--- src/inc/plc_pkg.sv ---
// loop calibration config package: register map, fields, resets, wait counts
// assumes a 50 MHz pclk; all consumers import plc_pkg::*
//
// Operation
// - loop1 filter select resets 3; 3=2nd,7=3rd
// - closed wait codes: 30us,300us,30ms,300ms; reset 0
// - oscillator wait codes: 20us,400us,8ms,200ms; reset 1
// - bandwidth bit 0 set narrows loop; resets 0
// - loop2 stretch bit 7: 200ps/600ps; reset 0
// - loop1 stretch bit 7 likewise; reset 0
package plc_pkg;
   ////////////////////////////////////////////////////////////////////////
   // register indices; byte address is four times the index
   localparam logic [7:0] IDX_L1_STRETCH = 8'h75;
   localparam logic [7:0] IDX_L1_FILTER  = 8'h76;
   localparam logic [7:0] IDX_L1_WAITS   = 8'h77;
   localparam logic [7:0] IDX_L1_BW      = 8'h78;
   localparam logic [7:0] IDX_L2_STRETCH = 8'h83;
   localparam logic [7:0] IDX_CAL_CTRL   = 8'h90;
   localparam logic [7:0] IDX_CAL_STAT   = 8'h91;
   ////////////////////////////////////////////////////////////////////////
   // field positions
   localparam int STRETCH_BIT = 7;
   localparam int FILTER_LSB  = 0;
   localparam int CLSD_LSB    = 2;
   localparam int OSC_LSB     = 0;
   localparam int BW_BIT      = 0;
   localparam int START_BIT   = 0;
   localparam int BUSY_BIT    = 0;
   localparam int DONE_BIT    = 1;
   // reset values
   localparam logic [2:0] FILTER_RST  = 3'h3;
   localparam logic [1:0] CLSD_RST    = 2'h0;
   localparam logic [1:0] OSC_RST     = 2'h1;
   localparam logic       BW_RST      = 1'b0;
   localparam logic       STRETCH_RST = 1'b0;
   // filter select codes
   localparam logic [2:0] FILTER_2ND = 3'h3;
   localparam logic [2:0] FILTER_3RD = 3'h7;
   ////////////////////////////////////////////////////////////////////////
   // wait times in ns and derived cycle counts (least time, rounded up)
   localparam int CLK_PERIOD_NS = 20;
   localparam int CNT_W         = 24;
   localparam int CLSD0_NS = 30000;
   localparam int CLSD1_NS = 300000;
   localparam int CLSD2_NS = 30000000;
   localparam int CLSD3_NS = 300000000;
   localparam int OSC0_NS  = 20000;
   localparam int OSC1_NS  = 400000;
   localparam int OSC2_NS  = 8000000;
   localparam int OSC3_NS  = 200000000;
   localparam int CLSD0_CYC = (CLSD0_NS + CLK_PERIOD_NS - 1) / CLK_PERIOD_NS;
   localparam int CLSD1_CYC = (CLSD1_NS + CLK_PERIOD_NS - 1) / CLK_PERIOD_NS;
   localparam int CLSD2_CYC = (CLSD2_NS + CLK_PERIOD_NS - 1) / CLK_PERIOD_NS;
   localparam int CLSD3_CYC = (CLSD3_NS + CLK_PERIOD_NS - 1) / CLK_PERIOD_NS;
   localparam int OSC0_CYC  = (OSC0_NS + CLK_PERIOD_NS - 1) / CLK_PERIOD_NS;
   localparam int OSC1_CYC  = (OSC1_NS + CLK_PERIOD_NS - 1) / CLK_PERIOD_NS;
   localparam int OSC2_CYC  = (OSC2_NS + CLK_PERIOD_NS - 1) / CLK_PERIOD_NS;
   localparam int OSC3_CYC  = (OSC3_NS + CLK_PERIOD_NS - 1) / CLK_PERIOD_NS;
   ////////////////////////////////////////////////////////////////////////
   typedef enum logic [1:0] {CAL_IDLE, CAL_OSC, CAL_CLSD} plc_cal_e;
endpackage

--- src/inc/plc_reg_if.sv ---
// register access carrier between the apb slave and the register bank
// assumes both ends sit on pclk
`timescale 1ns/10ps
`default_nettype none
interface plc_reg_if;
   logic       wr_en;
   logic [7:0] idx;
   logic [7:0] wdata;
   logic [7:0] rdata;
   logic       hit;
   modport slave (output wr_en, idx, wdata, input rdata, hit);
   modport regs  (input wr_en, idx, wdata, output rdata, hit);
endinterface
`default_nettype wire

--- src/rtl/plc_apb_slave.sv ---
// apb slave: no wait states, registered answer, error on unmapped address
// assumes the register bank answers rdata/hit combinationally from idx
`timescale 1ns/10ps
`default_nettype none
module plc_apb_slave
   import plc_pkg::*;
(
   // clock and reset
   input  wire logic        pclk,
   input  wire logic        presetn,
   // apb
   input  wire logic        psel,
   input  wire logic        penable,
   input  wire logic        pwrite,
   input  wire logic [11:0] paddr,
   input  wire logic [31:0] pwdata,
   output logic [31:0]      prdata,
   output logic             pready,
   output logic             pslverr,
   // register side
   plc_reg_if.slave         bus
);
   typedef struct packed {
      logic        pready;
      logic        pslverr;
      logic [31:0] prdata;
   } plc_apb_s;
   plc_apb_s q;
   plc_apb_s next_q;
   logic     aligned;

   ////////////////////////////////////////////////////////////////////////
   // decode; upper and lowest address bits must be zero to hit
   assign aligned   = (paddr[1:0] == 2'h0) && (paddr[11:10] == 2'h0);
   assign bus.idx   = paddr[9:2];
   assign bus.wdata = pwdata[7:0];
   // write lands only on the edge that completes the access
   assign bus.wr_en = psel && penable && q.pready && pwrite && aligned && bus.hit;

   // answer is prepared in setup so the access phase shows it for one cycle
   always_comb begin
      next_q        = q;
      next_q.pready = 1'b0;
      if (psel && !penable) begin
         next_q.pready  = 1'b1;
         next_q.pslverr = !(aligned && bus.hit);
         next_q.prdata  = (pwrite || !(aligned && bus.hit)) ? 32'h0 : {24'h0, bus.rdata};
      end
   end

   always_ff @(posedge pclk or negedge presetn) begin
      if (!presetn) begin
         q <= '0;
      end else begin
         q <= next_q;
      end
   end

   assign prdata  = q.prdata;
   assign pready  = q.pready;
   assign pslverr = q.pslverr;

   chk_ready_one_cycle: assert property (@(posedge pclk) disable iff (!presetn)
      pready |=> !pready) else $error("pready held over two cycles");
endmodule
`default_nettype wire

--- src/rtl/plc_top.sv ---
// loop calibration configuration bank with apb access and wait sequencer
// assumes pclk at 50 MHz stands in for the always-on clock; nvm loader
// runs on pclk and presents one register index and byte per pulse
//
// The APB interface to the registers is this design's own decision.
`timescale 1ns/10ps
`default_nettype none
module plc_top
   import plc_pkg::*;
#(
   // long wait counts, shortened in simulation
   parameter logic [CNT_W-1:0] CLSD1_CYCLES = CNT_W'(CLSD1_CYC),
   parameter logic [CNT_W-1:0] CLSD2_CYCLES = CNT_W'(CLSD2_CYC),
   parameter logic [CNT_W-1:0] CLSD3_CYCLES = CNT_W'(CLSD3_CYC),
   parameter logic [CNT_W-1:0] OSC1_CYCLES  = CNT_W'(OSC1_CYC),
   parameter logic [CNT_W-1:0] OSC2_CYCLES  = CNT_W'(OSC2_CYC),
   parameter logic [CNT_W-1:0] OSC3_CYCLES  = CNT_W'(OSC3_CYC)
) (
   // clock and reset
   input  wire logic        pclk,
   input  wire logic        presetn,
   // apb
   input  wire logic        psel,
   input  wire logic        penable,
   input  wire logic        pwrite,
   input  wire logic [11:0] paddr,
   input  wire logic [31:0] pwdata,
   output logic [31:0]      prdata,
   output logic             pready,
   output logic             pslverr,
   // start-up load from non-volatile storage
   input  wire logic        nvm_load,
   input  wire logic [7:0]  nvm_index,
   input  wire logic [7:0]  nvm_data,
   // loop controls
   output logic [2:0]       loop1_filter_order_sel,
   output logic [1:0]       closed_loop_wait_sel,
   output logic [1:0]       oscillator_wait_sel,
   output logic             loop1_narrow_bandwidth,
   output logic             loop1_pulse_stretch_en,
   output logic             loop2_pulse_stretch_en,
   // calibration status
   output logic             cal_busy,
   output logic             cal_done
);
   typedef struct packed {
      logic [2:0] filt;
      logic [1:0] clsd;
      logic [1:0] osc;
      logic       bw;
      logic       st1;
      logic       st2;
      plc_cal_e   st;
      logic       busy;
      logic       done;
   } plc_top_s;
   plc_top_s q;
   plc_top_s next_q;

   plc_reg_if reg_if ();

   logic             tmr_load;
   logic [CNT_W-1:0] tmr_cnt;
   logic             tmr_done;
   logic             start_req;

   ////////////////////////////////////////////////////////////////////////
   // wait code to cycle count tables
   function automatic logic [CNT_W-1:0] clsd_cycles(input logic [1:0] code);
      logic [CNT_W-1:0] r;
      unique case (code)
         2'h0: r = CNT_W'(CLSD0_CYC);
         2'h1: r = CLSD1_CYCLES;
         2'h2: r = CLSD2_CYCLES;
         2'h3: r = CLSD3_CYCLES;
      endcase
      return r;
   endfunction

   function automatic logic [CNT_W-1:0] osc_cycles(input logic [1:0] code);
      logic [CNT_W-1:0] r;
      unique case (code)
         2'h0: r = CNT_W'(OSC0_CYC);
         2'h1: r = OSC1_CYCLES;
         2'h2: r = OSC2_CYCLES;
         2'h3: r = OSC3_CYCLES;
      endcase
      return r;
   endfunction

   // register image for an index; reserved bits read zero
   function automatic logic [8:0] read_value(input logic [7:0] idx, input plc_top_s s);
      logic [8:0] r;
      r = 9'h0;
      unique case (idx)
         IDX_L1_STRETCH: r[STRETCH_BIT] = s.st1;
         IDX_L1_FILTER:  r[FILTER_LSB +: 3] = s.filt;
         IDX_L1_WAITS: begin
            r[CLSD_LSB +: 2] = s.clsd;
            r[OSC_LSB +: 2]  = s.osc;
         end
         IDX_L1_BW:      r[BW_BIT] = s.bw;
         IDX_L2_STRETCH: r[STRETCH_BIT] = s.st2;
         IDX_CAL_CTRL:   r = 9'h0;
         IDX_CAL_STAT: begin
            r[BUSY_BIT] = s.busy;
            r[DONE_BIT] = s.done;
         end
         default:        r = 9'h0;
      endcase
      r[8] = (idx == IDX_L1_STRETCH) || (idx == IDX_L1_FILTER) ||
             (idx == IDX_L1_WAITS) || (idx == IDX_L1_BW) ||
             (idx == IDX_L2_STRETCH) || (idx == IDX_CAL_CTRL) ||
             (idx == IDX_CAL_STAT);
      return r;
   endfunction

   ////////////////////////////////////////////////////////////////////////
   // bus slave
   plc_apb_slave u_apb (
      .pclk    (pclk),
      .presetn (presetn),
      .psel    (psel),
      .penable (penable),
      .pwrite  (pwrite),
      .paddr   (paddr),
      .pwdata  (pwdata),
      .prdata  (prdata),
      .pready  (pready),
      .pslverr (pslverr),
      .bus     (reg_if.slave)
   );

   // read path and address hit
   logic [8:0] rd_word;
   assign rd_word      = read_value(reg_if.idx, q);
   assign reg_if.rdata = rd_word[7:0];
   assign reg_if.hit   = rd_word[8];

   ////////////////////////////////////////////////////////////////////////
   // shared wait timer; one count at a time is enough for a serial sequence
   plc_wait_timer #(
      .W (CNT_W)
   ) u_tmr (
      .pclk     (pclk),
      .presetn  (presetn),
      .load     (tmr_load),
      .load_cnt (tmr_cnt),
      .done     (tmr_done),
      .busy     ()
   );

   assign start_req = reg_if.wr_en && (reg_if.idx == IDX_CAL_CTRL) &&
                      reg_if.wdata[START_BIT];

   // timer loads: oscillator wait on start, closed-loop wait after it
   always_comb begin
      tmr_load = 1'b0;
      tmr_cnt  = '0;
      if (q.st == CAL_IDLE && start_req) begin
         tmr_load = 1'b1;
         tmr_cnt  = osc_cycles(q.osc);
      end else if (q.st == CAL_OSC && tmr_done) begin
         tmr_load = 1'b1;
         tmr_cnt  = clsd_cycles(q.clsd);
      end
   end

   ////////////////////////////////////////////////////////////////////////
   // field updates: nvm load first, a bus write in the same cycle wins;
   // only defined field bits are taken from either source
   always_comb begin
      next_q = q;
      if (nvm_load) begin
         unique case (nvm_index)
            IDX_L1_STRETCH: next_q.st1 = nvm_data[STRETCH_BIT];
            IDX_L1_FILTER:  next_q.filt = nvm_data[FILTER_LSB +: 3];
            IDX_L1_WAITS: begin
               next_q.clsd = nvm_data[CLSD_LSB +: 2];
               next_q.osc  = nvm_data[OSC_LSB +: 2];
            end
            IDX_L1_BW:      next_q.bw = nvm_data[BW_BIT];
            IDX_L2_STRETCH: next_q.st2 = nvm_data[STRETCH_BIT];
            default: ;
         endcase
      end
      if (reg_if.wr_en) begin
         unique case (reg_if.idx)
            IDX_L1_STRETCH: next_q.st1 = reg_if.wdata[STRETCH_BIT];
            IDX_L1_FILTER:  next_q.filt = reg_if.wdata[FILTER_LSB +: 3];
            IDX_L1_WAITS: begin
               next_q.clsd = reg_if.wdata[CLSD_LSB +: 2];
               next_q.osc  = reg_if.wdata[OSC_LSB +: 2];
            end
            IDX_L1_BW:      next_q.bw = reg_if.wdata[BW_BIT];
            IDX_L2_STRETCH: next_q.st2 = reg_if.wdata[STRETCH_BIT];
            default: ;
         endcase
      end
      // sequencer: oscillator wait, then closed-loop wait, then done
      unique case (q.st)
         CAL_IDLE: begin
            if (start_req) begin
               next_q.st   = CAL_OSC;
               next_q.busy = 1'b1;
               next_q.done = 1'b0;
            end
         end
         CAL_OSC: begin
            if (tmr_done) begin
               next_q.st = CAL_CLSD;
            end
         end
         CAL_CLSD: begin
            if (tmr_done) begin
               next_q.st   = CAL_IDLE;
               next_q.busy = 1'b0;
               next_q.done = 1'b1;
            end
         end
         default: begin
            next_q.st   = CAL_IDLE;
            next_q.busy = 1'b0;
         end
      endcase
   end

   // reset values
   always_ff @(posedge pclk or negedge presetn) begin
      if (!presetn) begin
         q.filt <= FILTER_RST;
         q.clsd <= CLSD_RST;
         q.osc  <= OSC_RST;
         q.bw   <= BW_RST;
         q.st1  <= STRETCH_RST;
         q.st2  <= STRETCH_RST;
         q.st   <= CAL_IDLE;
         q.busy <= 1'b0;
         q.done <= 1'b0;
      end else begin
         q <= next_q;
      end
   end

   ////////////////////////////////////////////////////////////////////////
   // outputs straight from the state register
   assign loop1_filter_order_sel = q.filt;
   assign closed_loop_wait_sel   = q.clsd;
   assign oscillator_wait_sel    = q.osc;
   assign loop1_narrow_bandwidth = q.bw;
   assign loop1_pulse_stretch_en = q.st1;
   assign loop2_pulse_stretch_en = q.st2;
   assign cal_busy               = q.busy;
   assign cal_done               = q.done;

   ////////////////////////////////////////////////////////////////////////
   // checks
   chk_filter_reset_val: assert property (@(posedge pclk) disable iff (!presetn)
      $rose(presetn) |-> loop1_filter_order_sel == FILTER_2ND)
      else $error("filter select not 3 after reset");

   chk_filter_write_lands: assert property (@(posedge pclk) disable iff (!presetn)
      (reg_if.wr_en && reg_if.idx == IDX_L1_FILTER) |=>
      loop1_filter_order_sel == $past(reg_if.wdata[2:0]))
      else $error("filter select write lost");

   chk_clsd_wait_count: assert property (@(posedge pclk) disable iff (!presetn)
      (q.st == CAL_OSC && tmr_done && q.clsd == 2'h0) |->
      tmr_load && tmr_cnt == CNT_W'(1500))
      else $error("closed wait code 0 not 1500 cycles");

   chk_osc_wait_count: assert property (@(posedge pclk) disable iff (!presetn)
      (q.st == CAL_IDLE && start_req && q.osc == 2'h0) |->
      tmr_load && tmr_cnt == CNT_W'(1000))
      else $error("oscillator wait code 0 not 1000 cycles");

   chk_waits_reset_val: assert property (@(posedge pclk) disable iff (!presetn)
      $rose(presetn) |-> oscillator_wait_sel == 2'h1 &&
      closed_loop_wait_sel == 2'h0 && !loop1_narrow_bandwidth)
      else $error("wait or bandwidth reset value wrong");

   chk_stretch2_read: assert property (@(posedge pclk) disable iff (!presetn)
      (reg_if.idx == IDX_L2_STRETCH) |->
      reg_if.rdata == {loop2_pulse_stretch_en, 7'h0})
      else $error("loop2 stretch not at bit 7");

   chk_stretch1_read: assert property (@(posedge pclk) disable iff (!presetn)
      (psel && !penable && !pwrite && paddr == {2'h0, IDX_L1_STRETCH, 2'h0}) |=>
      prdata == {24'h0, loop1_pulse_stretch_en, 7'h0})
      else $error("loop1 stretch read wrong");

   // a load of the bandwidth byte takes bit 0 only and leaves the filter and wait fields alone
   chk_reserved_zero: assert property (@(posedge pclk) disable iff (!presetn)
      (nvm_load && nvm_index == IDX_L1_BW && !reg_if.wr_en) |=>
      loop1_narrow_bandwidth == $past(nvm_data[BW_BIT]) &&
      $stable({loop1_filter_order_sel, closed_loop_wait_sel, oscillator_wait_sel}))
      else $error("reserved bits loaded");

   chk_cal_sequence: assert property (@(posedge pclk) disable iff (!presetn)
      (q.st == CAL_CLSD && tmr_done) |=> !cal_busy && cal_done)
      else $error("calibration end not reported");
endmodule
`default_nettype wire

--- src/rtl/plc_wait_timer.sv ---
// stabilization wait counter: load a cycle count, get a done pulse after it
// assumes load is only raised while idle
`timescale 1ns/10ps
`default_nettype none
module plc_wait_timer
   import plc_pkg::*;
#(
   parameter int W = CNT_W
) (
   // clock and reset
   input  wire logic         pclk,
   input  wire logic         presetn,
   // control
   input  wire logic         load,
   input  wire logic [W-1:0] load_cnt,
   output logic              done,
   output logic              busy
);
   typedef struct packed {
      logic [W-1:0] cnt;
      logic         busy;
      logic         done;
   } plc_tmr_s;
   plc_tmr_s q;
   plc_tmr_s next_q;

   ////////////////////////////////////////////////////////////////////////
   // done rises exactly load_cnt edges after the load edge
   always_comb begin
      next_q      = q;
      next_q.done = 1'b0;
      if (load) begin
         next_q.cnt  = load_cnt;
         next_q.busy = 1'b1;
      end else if (q.busy) begin
         if (q.cnt <= W'(1)) begin
            next_q.busy = 1'b0;
            next_q.done = 1'b1;
         end else begin
            next_q.cnt = q.cnt - W'(1);
         end
      end
   end

   always_ff @(posedge pclk or negedge presetn) begin
      if (!presetn) begin
         q <= '0;
      end else begin
         q <= next_q;
      end
   end

   assign done = q.done;
   assign busy = q.busy;

   chk_done_after_last: assert property (@(posedge pclk) disable iff (!presetn)
      $rose(done) |-> $past(busy) && ($past(q.cnt) <= W'(1)))
      else $error("timer done without reaching last count");
endmodule
`default_nettype wire

--- config.mk ---
export PLATFORM = sky130hd
export DESIGN_NAME = plc_top
export DESIGN_NICKNAME = d
export VERILOG_FILES = /design/src/inc/plc_pkg.sv /design/src/inc/plc_reg_if.sv /design/src/rtl/plc_apb_slave.sv /design/src/rtl/plc_top.sv /design/src/rtl/plc_wait_timer.sv
export SDC_FILE = /design/constraint.sdc
export NUM_CORES = 1
export LEC_CHECK = 0
export BUFFER_PORTS_ARGS = -buffer_cell sky130_fd_sc_hd__buf_4
export CORE_MARGIN = 2
export CORE_UTILIZATION = 53
export CTS_BUF_LIST = sky130_fd_sc_hd__clkbuf_2 sky130_fd_sc_hd__clkbuf_4 sky130_fd_sc_hd__clkbuf_8
export DETAILED_ROUTE_END_ITERATION = 6
export PLACE_DENSITY = 0.84
export SETUP_SLACK_MARGIN = 0.3
export SYNTH_ARGS = -nofsm -noshare
export SYNTH_HDL_FRONTEND = slang
export SYNTH_SLANG_ARGS = --single-unit
--- constraint.sdc ---
create_clock -name pclk -period 3 [get_ports pclk]
set_input_delay 0.3 -clock pclk [delete_from_list [all_inputs] [get_ports pclk]]
set_output_delay 0.3 -clock pclk [all_outputs]
set_load 0.005 [all_outputs]
==> impl_metrics.py, run 1 <==
metrics = {
    "yosys": {
        "async_reset_ff_share_pct": 100,
        "syn_inst": 379,
        "synth_flop_cell": "dfrtp_1",
        "yosys_warnings": 0,
        "synth.top_cell.area_share_pct": 33.3,
        "synth-edff-count": 0,
        "seq_area_frac_synth_pct": 35.7,
        "syn-cell-area_sq_mm": 0.00330,
        "yosysTopAreaCell": "dfrtp_1",
        "syn_area_per_cell_sq_um": 8.72,
        "ys_seq_elements": 47,
        "synth_area_leaders": "dfrtp_1, buf_4, nor2_1",
        "synth.distinct_cells": 57,
    },
    "worst_setup_path": {
        "critPathLaunchType": "flop",
        "reg2reg_slack_ns": 0.60,
        "crit_type": "reg -> reg",
        "crit_fanout": 7,
        "cp_slowest_stage_delay_ns": 0.70,
        "cp.arrival_ns": 2.63,
        "r2r_cells": 6,
        "rr_startpoint": "u_tmr.q[2]",
        "crit_required_ns": 3.22,
        "crit_chain": "or4_1 > nor2_1 > nand3_1 > nor2_1 > a21boi_0 > o2bb2ai_1",
        "reg2reg_to": "u_tmr.q[21]",
        "end_kind": "flop",
        "crit_path_frequent_cell": "nor2_1",
        "slowest_stage": "or4_1",
    },
    "cts": {
        "cts-resized-gates": 0,
        "cts_buffers": 5,
        "cts_hold_buf": 0,
        "clk_pin_slew_worst_paths_ns": 0.09,
        "htreeDepth": 2,
        "post_cts_buffers": 0,
        "cts_buffer_depth": 2,
        "cts.sinks": 47,
        "cts_tree": "built",
        "worstSkewPairLatency_ns": 0.31,
        "clock-root-buffer": "clkbuf_8",
    },
    "global_route": {
        "antenna_found_initial": 0,
        "grt_pass1_wl_microns": 13800,
        "grt_usage_pct": 24.3,
        "grt_max_degree": 48,
        "grt_pass1_vias": 2859,
        "grt_overflow": 0,
    },
    "hold_path": {
        "hold_path.class": "in -> async",
    },
    "timing": {
        "finalSetupViolCount": 0,
        "fmax_mhz": 416,
        "rsz0062_at_grt": "false",
        "tns_ns": 0,
        "final_max_slew_viol_count": 0,
        "finalCriticalPeriod_ns": 2.40,
        "relSlewSlack_pct": 52.3,
        "fin_crit_sh_pct": 80.1,
        "finClkSkew_ns": 0.00890,
        "whs_ns": -0.0113,
        "finalHoldViolCount": 2,
        "worstMarginPinSlew_ns": 0.714,
    },
    "die": {
        "placementRows": 28,
        "initial_core_util_pct": 55.5,
        "coreArea_sq_mm": 0.00596,
        "dieWidth_microns": 82.9,
        "die_y_microns": 82.9,
        "dieArea_sq_mm": 0.00688,
        "io_pins": 112,
    },
    "power": {
        "p_total_uw": 1240,
        "power_density_mw_per_mm2": 331,
        "ir_drop_mv": 0.180,
        "power_leakage_uw": 0.00162,
    },
    "detailed_routing": {
        "route.detailed.drc": 0,
        "drt_wl_total_microns": 8070,
        "via_per_inst": 6.08,
        "drtPass1Iterations": 5,
        "drtIter0Drc": 338,
        "vias": 3074,
        "antenna_left": 0,
        "wl_per_cell_microns": 16.0,
    },
    "outcome": {
        "violations": "negative hold slack",
        "outcome": "finished with violations",
    },
    "finish": {
        "nets": 509,
        "fin_cells": 506,
        "post_route_cells_drive_above_1_share_pct": 20.6,
        "finish.utilization_pct": 62.9,
        "diodes": 0,
        "fill_cells": 517,
        "syn2layout_area_growth_pct": 13.4,
    },
    "run": {
        "cap_violations": 0,
    },
    "place": {
        "dp.cells": 498,
        "gp_congestion": 0.903,
        "io_buffers": 54,
        "hpwl_microns": 5900,
    },
}
## how the worst max path moves through the flow
stage / to / depth (start not counted) / slack (ns) / start
after floorplan: u_tmr.q[6] / 8 / 0.76 / u_tmr.q[16]
after global placement: u_tmr.q[13] / 8 / 0.48 / paddr[4]
after detailed placement: u_tmr.q[13] / 8 / 0.42 / paddr[4]
after CTS: u_tmr.q[21] / 6 / 0.64 / u_tmr.q[2]
after global routing: u_tmr.q[19] / 5 / 0.35 / u_tmr.q[2]
final: u_tmr.q[21] / 6 / 0.60 / u_tmr.q[2]
## power by group
group / switching (uW) / internal (uW)
Sequential: 27.2 / 656
Combinational: 76.4 / 75.6
Clock: 212 / 193
Total: 316 / 925
## sequential cells by signal, summed over array words and instances (netlist names), 2 cells and up
signal and count:
u_apb.prdata 5, u_tmr.q 24, loop1_filter_order_sel 3, q 2, closed_loop_wait_sel 2, oscillator_wait_sel 2
## stage by stage
stage               setup slack, ns  cell area (sq um)  hold slack (ns)
finish                        0.597               3740          -0.0113
global route                  0.345               3740           0.0426
global placement              0.484               3650            0.345
CTS                           0.645               3740           0.0203
floorplan                     0.763               3400          0.00441
detailed placement            0.419               3650            0.349
## Yosys cell counts (2+ instances only)
cell and n:
dfrtp_1 44, nor2_1 44, buf_4 34, o21ai_0 26
nand2_1 25, a21oi_1 20, ha_1 13, mux2i_1 13
nand3_1 12, inv_1 11, nor3_1 9, nor4_1 9
nand4_1 7, a22o_1 6, nor3b_1 6, or3_1 6
buf_2 5, nand4b_1 5, o21ai_2 5, o2bb2ai_1 5
o31ai_1 5, clkbuf_1 4, nand2b_1 4, or4_1 4
a21boi_0 3, a31oi_1 3, and2_1 3, dfstp_2 3
nor2b_1 3, nor4b_1 3, o21ai_1 3, o22ai_1 3
xnor2_1 3, a211oi_1 2, a21o_1 2, a221oi_1 2
a31o_2 2, buf_6 2, o211ai_1 2
## cells by family after synthesis
| group | count (synthesis) | synth area share, % |
|---|---|---|
| buffers and inverters | 58 | 11.1 |
| flip-flops | 47 | 35.7 |
| AO/OA/AOI/OAI | 98 | 20.3 |
| XOR/XNOR | 3 | 0.796 |
| other | 1 | 0.114 |
| AND/OR/NAND/NOR | 146 | 23.1 |
| adder cells (fa/ha/maj) | 13 | 4.92 |
| multiplexers | 13 | 3.94 |
## cell type report
type / instances / area (sq um) / share of cell area [%]
Multi-Input combinational cell: 300 / 1850 / 49.5
Tap cell: 75 / 93.8 / 2.51
Clock buffer: 8 / 91.3 / 2.44
Timing Repair Buffer: 64 / 480 / 12.8
Sequential cell: 47 / 1180 / 31.5
Inverter: 12 / 45.0 / 1.20
## worst max-delay path, delay by kind of cell, from the launching register on
| family | cells | cell delay (ns) |
|---|---|---|
| AOI/OAI and AO/OA | 2 | 0.30 |
| DFF | 1 | 0.44 |
| and+or+nand+nor | 4 | 1.58 |
## placed cells by master, fill, tap and decap left out, drive strengths merged, types with 3 or more instances in the layout
| cell type | instances |
|---|---|
| a21boi | 3 |
| a21oi | 21 |
| a22o | 6 |
| a31oi | 3 |
| and2 | 3 |
| buf | 64 |
| clkbuf | 8 |
| conb | 27 |
| dfrtp | 44 |
| dfstp | 3 |
| ha | 13 |
| inv | 12 |
| mux2i | 13 |
| nand2 | 25 |
| nand2b | 4 |
| nand3 | 12 |
| nand4 | 7 |
| nand4b | 5 |
| nor2 | 44 |
| nor2b | 3 |
| nor3 | 10 |
| nor3b | 6 |
| nor4 | 9 |
| nor4b | 3 |
| o21ai | 34 |
| o22ai | 3 |
| o2bb2ai | 5 |
| o311ai | 3 |
| o31ai | 6 |
| or3 | 6 |
| or4 | 4 |
| xnor2 | 3 |
## per-layer routing
metal | GRT usage (%) | share of wire, % | up-vias
met1 | 33.1 | 41 | 1449
met2 | 39.7 | 48 | 185
li1 | - | - | 1427
met5 | 0 | 0 | -
met4 | 7.30 | 1.6 | 0
met3 | 4.27 | 8.5 | 13
(Power assumes the default switching activity.)
==> inputs of run 2 (changes only) <==
Clock period 3 ns to 2.4 ns, I/O delays scaled along.
==> run 2 against run 1 <==
Against the previous run:
- the run now ends clean
- hold slack improved by 0.21 ns
- design area is 9.4% higher
- utilization up 5.9 points
- setup slack got worse by 0.28 ns
- maximum frequency up 15%
- routed wire length rose by 12%
- sequential power rose by 27%
- critical endpoint is now u_tmr.q[20]
==> impl_metrics.py, run 2 (synthesis results as in run 1) <==
metrics = {
    "place": {
        "hpwl_microns": 6300,
        "gp_congestion": 0.924,
        "preCtsSetupSlack_ns": -0.0637,
        "io_buffers": 54,
        "place_area_sq_mm": 0.00377,
    },
    "worst_setup_path": {
        "rr_startpoint": "u_tmr.q[3]",
        "reg2reg_to": "u_tmr.q[20]",
        "crit_fanout": 13,
        "critPathLaunchType": "flop",
        "end_kind": "flop",
        "r2r_cells": 8,
        "crit_type": "reg -> reg",
        "crit_required_ns": 2.59,
        "endpoint": "u_tmr.q[20]",
        "critPathLaunch": "u_tmr.q[3]",
        "cp.arrival_ns": 2.28,
        "reg2reg_slack_ns": 0.31,
    },
    "timing": {
        "fin_crit_sh_pct": 87.0,
        "fmax_mhz": 479,
        "setup_slack_ns": 0.313,
        "finalCriticalPeriod_ns": 2.09,
        "relSlewSlack_pct": 55.8,
        "rsz0062_at_grt": "true",
        "final_max_slew_viol_count": 0,
        "finalHoldViolCount": 0,
        "finalSetupViolCount": 0,
        "finClkSkew_ns": 0.0126,
        "worstMarginPinSlew_ns": 0.662,
    },
    "hold_path": {
        "hold_path.class": "in -> reg",
        "min_from": "pwdata[1]",
    },
    "detailed_routing": {
        "drtPass1Iterations": 5,
        "wl_met2_microns": 4580,
        "vias": 3145,
        "route.detailed.drc": 0,
        "via_per_inst": 5.98,
        "wl_met3_microns": 638,
        "wl_per_cell_microns": 17.2,
        "antenna_left": 0,
        "highest_layer": "met4",
        "drtIter0Drc": 281,
        "wirelength_met1_microns": 3600,
        "drt_wl_total_microns": 9040,
    },
    "die": {
        "initial_core_util_pct": 55.5,
        "dieWidth_microns": 82.9,
        "die_y_microns": 82.9,
        "coreArea_sq_mm": 0.00596,
        "io_pins": 112,
        "placementRows": 28,
        "dieArea_sq_mm": 0.00688,
    },
    "finish": {
        "final_cell_area_sq_mm": 0.00410,
        "regMostFlops": "u_tmr.q",
        "layout_commonest_cell": "buf_4",
        "post_route_cells_drive_above_1_share_pct": 29.5,
        "multiInputGateArea_sq_mm": 0.00201,
        "largest_register_ffs": 24,
        "fill_cells": 486,
        "nets": 529,
        "final_cell_mix": "buf_4, nor2_1, dfrtp_1, conb_1",
        "diodes": 0,
        "syn2layout_area_growth_pct": 24.0,
        "regArea_sq_mm": 0.00119,
    },
    "cts": {
        "clk_pin_slew_worst_paths_ns": 0.09,
        "clock-root-buffer": "clkbuf_8",
        "cts_buffer_depth": 2,
        "cts_tree": "built",
        "worstSkewPairLatency_ns": 0.31,
        "htreeDepth": 2,
        "cts_buffers": 5,
        "cts.sinks": 47,
    },
    "global_route": {
        "grt_pass1_vias": 3152,
        "grt_max_degree": 48,
        "antenna_found_initial": 0,
        "grt_usage_pct": 25.3,
        "grt_overflow": 0,
        "grt_pass1_wl_microns": 14600,
    },
    "power": {
        "power_leakage_uw": 0.00174,
        "switching_power_uw": 425,
        "pwr-share-seq_pct": 54.9,
        "power_density_mw_per_mm2": 385,
        "clkPwrFrac_pct": 32.0,
        "swShare_pct": 27.0,
        "pwr-share-comb_pct": 13.1,
        "intPower_uw": 1150,
        "ir_drop_mv": 0.236,
    },
    "outcome": {
        "outcome": "finished clean",
    },
    "run": {
        "cap_violations": 0,
    },
}
[run 2: cell types whose count changed in the layout (fill, tap and decap cells not counted), moves of 3 or more]
cell	delta
nand3_1	-3
nor4_4	+4
dfrtp_1	-5
nor4_1	-5
buf_4	+16
nand3_2	+3
dfrtp_2	+5
[run 2: area by class of cell]
cell class / count / share of cell area, %
Clock buffer: 7 / 2.05
Clock inverter: 1 / 0.122
Inverter: 12 / 1.22
Multi-Input combinational cell: 300 / 49.2
Sequential cell: 47 / 29.0
Tap cell: 75 / 2.29
Timing Repair Buffer: 84 / 16.2
[run 2: per-stage QoR]
stage / hold slack (ns) / total power, uW / setup TNS [ns] / cells / utilization [%]
5_1_grt: 0.201 / 1640 / 0 / 526 / 68.8
3_5_place_dp: 0.300 / 1060 / -0.238 / 503 / 63.3
2_1_floorplan: -0.0556 / 987 / 0 / 405 / -
6_report: 0.198 / 1580 / 0 / 526 / 68.8
3_3_place_gp: 0.287 / 1050 / 0 / 503 / 63.3
4_1_cts: 0.188 / 1560 / 0 / 518 / 66.3
[run 2: per-layer routing]
layer	GRT usage [%]	up-vias
li1	-	1466
met1	30.7	1495
met2	43.4	161
met3	5.77	23
met4	10.3	0
met5	0	-
[run 2: worst max-delay path, cell delays in order (launching register included)]
cell      delay, ns
dfrtp_1        0.41
inv_1          0.14
ha_4           0.19
o211ai_1       0.13
or3_4          0.42
a21oi_4        0.18
clkinv_4       0.11
buf_12         0.16
a22o_1         0.21
[run 2: how the worst min path moves through the flow]
stage,end,cells past startpoint
global placement,u_tmr.q[8],1
detailed placement,u_tmr.q[8],1
finish,loop1_filter_order_sel[1],3
floorplan,cal_busy,0
global route,loop1_narrow_bandwidth,2
CTS,loop1_filter_order_sel[1],3
[run 2: repair_timing]
item / CTS / global route
buffers inserted: 6 / 8
resized for setup: 9 / 23
pin swaps: 7 / 11
hold buffers: 1 / 0
endpoints found under the hold margin: 44 / 0
setup endpoints to repair: 19 / 22
[run 2: power by group through the flow]
stage / registers [uW] / logic (uW) / clock network, uW
2_1_floorplan: 861 / 126 / 0
3_3_place_gp: 869 / 185 / 0
3_5_place_dp: 872 / 193 / 0
4_1_cts: 857 / 197 / 506
5_1_grt: 870 / 230 / 543
6_report: 865 / 206 / 504
==> inputs of run 3 (changes only) <==
Settings changed: CELL_PAD_IN_SITES_DETAIL_PLACEMENT from default to 1, CELL_PAD_IN_SITES_GLOBAL_PLACEMENT from default to 1, CORE_UTILIZATION 53 to 38, CTS_CLUSTER_SIZE from default to 8, PLACE_DENSITY 0.84 to default, PLACE_DENSITY_LB_ADDON from default to 0.1.
==> run 3 against run 2 <==
Against the previous run:
- design area up 3.6%
- count of clock-buffer cells in the layout down 1
- highest routed layer unchanged
- cell count up 7.8%
- global-route usage down 4.4 points
- sequential share of layout area down 0.95 points
- flip-flop and latch count unchanged
- critical path depth unchanged
- largest power group unchanged
- first-iteration DRC count down 77%
- sequential power about the same
- die area up 37%
- hold slack worse by 0.0082 ns
- register-to-register slack better by 0.04 ns
==> impl_metrics.py, run 3 (synthesis results as in run 1) <==
metrics = {
    "detailed_routing": {
        "via_per_inst": 5.47,
        "wl_per_cell_microns": 17.6,
        "antenna_left": 0,
        "vias": 3102,
        "drtPass1Iterations": 4,
        "drtIter0Drc": 66,
        "drt_wl_total_microns": 9960,
        "route.detailed.drc": 0,
    },
    "worst_setup_path": {
        "reg2reg_slack_ns": 0.35,
        "end_kind": "flop",
        "critPathLaunchType": "flop",
        "crit_type": "reg -> reg",
        "rr_startpoint": "u_tmr.q[19]",
        "r2r_cells": 8,
        "crit_fanout": 7,
        "reg2reg_to": "u_tmr.q[7]",
        "crit_required_ns": 2.58,
        "cp.arrival_ns": 2.23,
    },
    "place": {
        "gp_congestion": 0.844,
        "preCtsSetupSlack_ns": -0.00285,
        "hpwl_microns": 7470,
        "place_area_sq_mm": 0.00388,
        "io_buffers": 54,
        "dp.cells": 545,
    },
    "cts": {
        "clk_pin_slew_worst_paths_ns": 0.09,
        "clock-root-buffer": "clkbuf_8",
        "cts_buffer_depth": 2,
        "cts_tree": "built",
        "worstSkewPairLatency_ns": 0.30,
        "htreeDepth": 2,
        "cts.sinks": 47,
        "cts_buffers": 5,
    },
    "global_route": {
        "grt_usage_pct": 21.0,
        "antenna_found_initial": 0,
        "grt_overflow": 0,
        "grt_pass1_vias": 3226,
        "grt_max_degree": 48,
        "grt_pass1_wl_microns": 16300,
    },
    "timing": {
        "relSlewSlack_pct": 57.8,
        "setup_slack_ns": 0.355,
        "fmax_mhz": 489,
        "rsz0062_at_grt": "true",
        "whs_ns": 0.190,
        "finClkSkew_ns": 0.00476,
        "worstMarginPinSlew_ns": 0.634,
        "finalSetupViolCount": 0,
        "final_max_slew_viol_count": 0,
        "finalHoldViolCount": 0,
        "fin_crit_sh_pct": 85.2,
        "finalCriticalPeriod_ns": 2.05,
    },
    "finish": {
        "layout_commonest_cell": "buf_4",
        "regMostFlops": "u_tmr.q",
        "post_route_cells_drive_above_1_share_pct": 31.6,
        "largest_register_ffs": 24,
        "fin_cells": 567,
        "regArea_sq_mm": 0.00119,
        "fill_cells": 1022,
        "final_cell_mix": "buf_4, nor2_1, dfrtp_1, conb_1, o21ai_0",
        "multiInputGateArea_sq_mm": 0.00204,
        "nets": 538,
        "final_cell_area_sq_mm": 0.00424,
        "syn2layout_area_growth_pct": 28.4,
        "diodes": 0,
    },
    "die": {
        "placementRows": 34,
        "die_y_microns": 97.2,
        "coreArea_sq_mm": 0.00859,
        "initial_core_util_pct": 38.4,
        "dieWidth_microns": 97.2,
        "io_pins": 112,
        "dieArea_sq_mm": 0.00945,
    },
    "hold_path": {
        "hold-path-endpoint": "loop1_filter_order_sel[1]",
        "min_path_cells": 3,
        "hold_path.class": "in -> reg",
        "min_from": "pwdata[1]",
    },
    "power": {
        "ir_drop_mv": 0.193,
        "power_leakage_uw": 0.00178,
        "power_density_mw_per_mm2": 376,
    },
    "run": {
        "cap_violations": 0,
    },
    "outcome": {
        "outcome": "finished clean",
    },
}
run 3: cell count changes in the layout (fill, tap and decap cells not counted), sizes merged:
cell,change
buf,+9
clkbuf,-1
clkinv,-1
inv,+1
run 3: area by class of cell:
class,count,share of cell area (%)
inverter,12,1.12
tap,108,3.18
sequential,47,28.0
clock inverter,1,0.118
timing repair buffer,93,17.5
multi-input combinational,300,48.2
clock buffer,6,1.95
run 3: worst max-delay path: stages (launching register included):
cell	delay, ns
dfrtp_2	0.46
nor4_4	0.33
nand2_2	0.12
or3_4	0.42
a21oi_4	0.18
inv_4	0.09
buf_6	0.14
o311ai_1	0.08
nand3_1	0.11
run 3: how the worst max path moves through the flow:
| stage | start | to | slack (ns) | cells past startpoint |
|---|---|---|---|---|
| after floorplan | u_tmr.q[6] | u_tmr.q[6] | 0.29 | 8 |
| after global placement | paddr[4] | u_tmr.q[21] | 0.04 | 8 |
| after detailed placement | paddr[4] | u_tmr.q[15] | -0.003 | 9 |
| after CTS | u_tmr.q[19] | u_tmr.q[7] | 0.30 | 8 |
| after global routing | u_tmr.q[8] | u_tmr.q[7] | 0.25 | 8 |
| final | u_tmr.q[19] | u_tmr.q[7] | 0.35 | 8 |
run 3: per-stage QoR:
step	utilization, %	power [uW]	TNS [ns]
detailed placement	45.1	1070	-0.00285
global placement	45.1	1060	0
CTS	47.4	1600	0
global route	49.4	1660	0
floorplan	-	987	0
finish	49.4	1590	0
run 3: what timing repair did:
item | CTS | global route
pin swaps | 6 | 10
endpoints found under the setup margin | 23 | 22
hold buffers | 1 | 0
setup buffers | 7 | 7
hold endpoints to repair | 44 | 0
gates resized for setup | 12 | 28
run 3: power breakdown:
group,switching (uW),internal [uW]
Combinational,109,112
Sequential,41.0,821
Clock,284,227
run 3: layer usage:
metal  track usage, %  vias up  routed length (microns)
li1                 -     1478                        -
met1             25.2     1539                     4260
met2             39.3       78                     5250
met3             3.45        7                      380
met4             4.38        0                       80
met5                0        -                        0
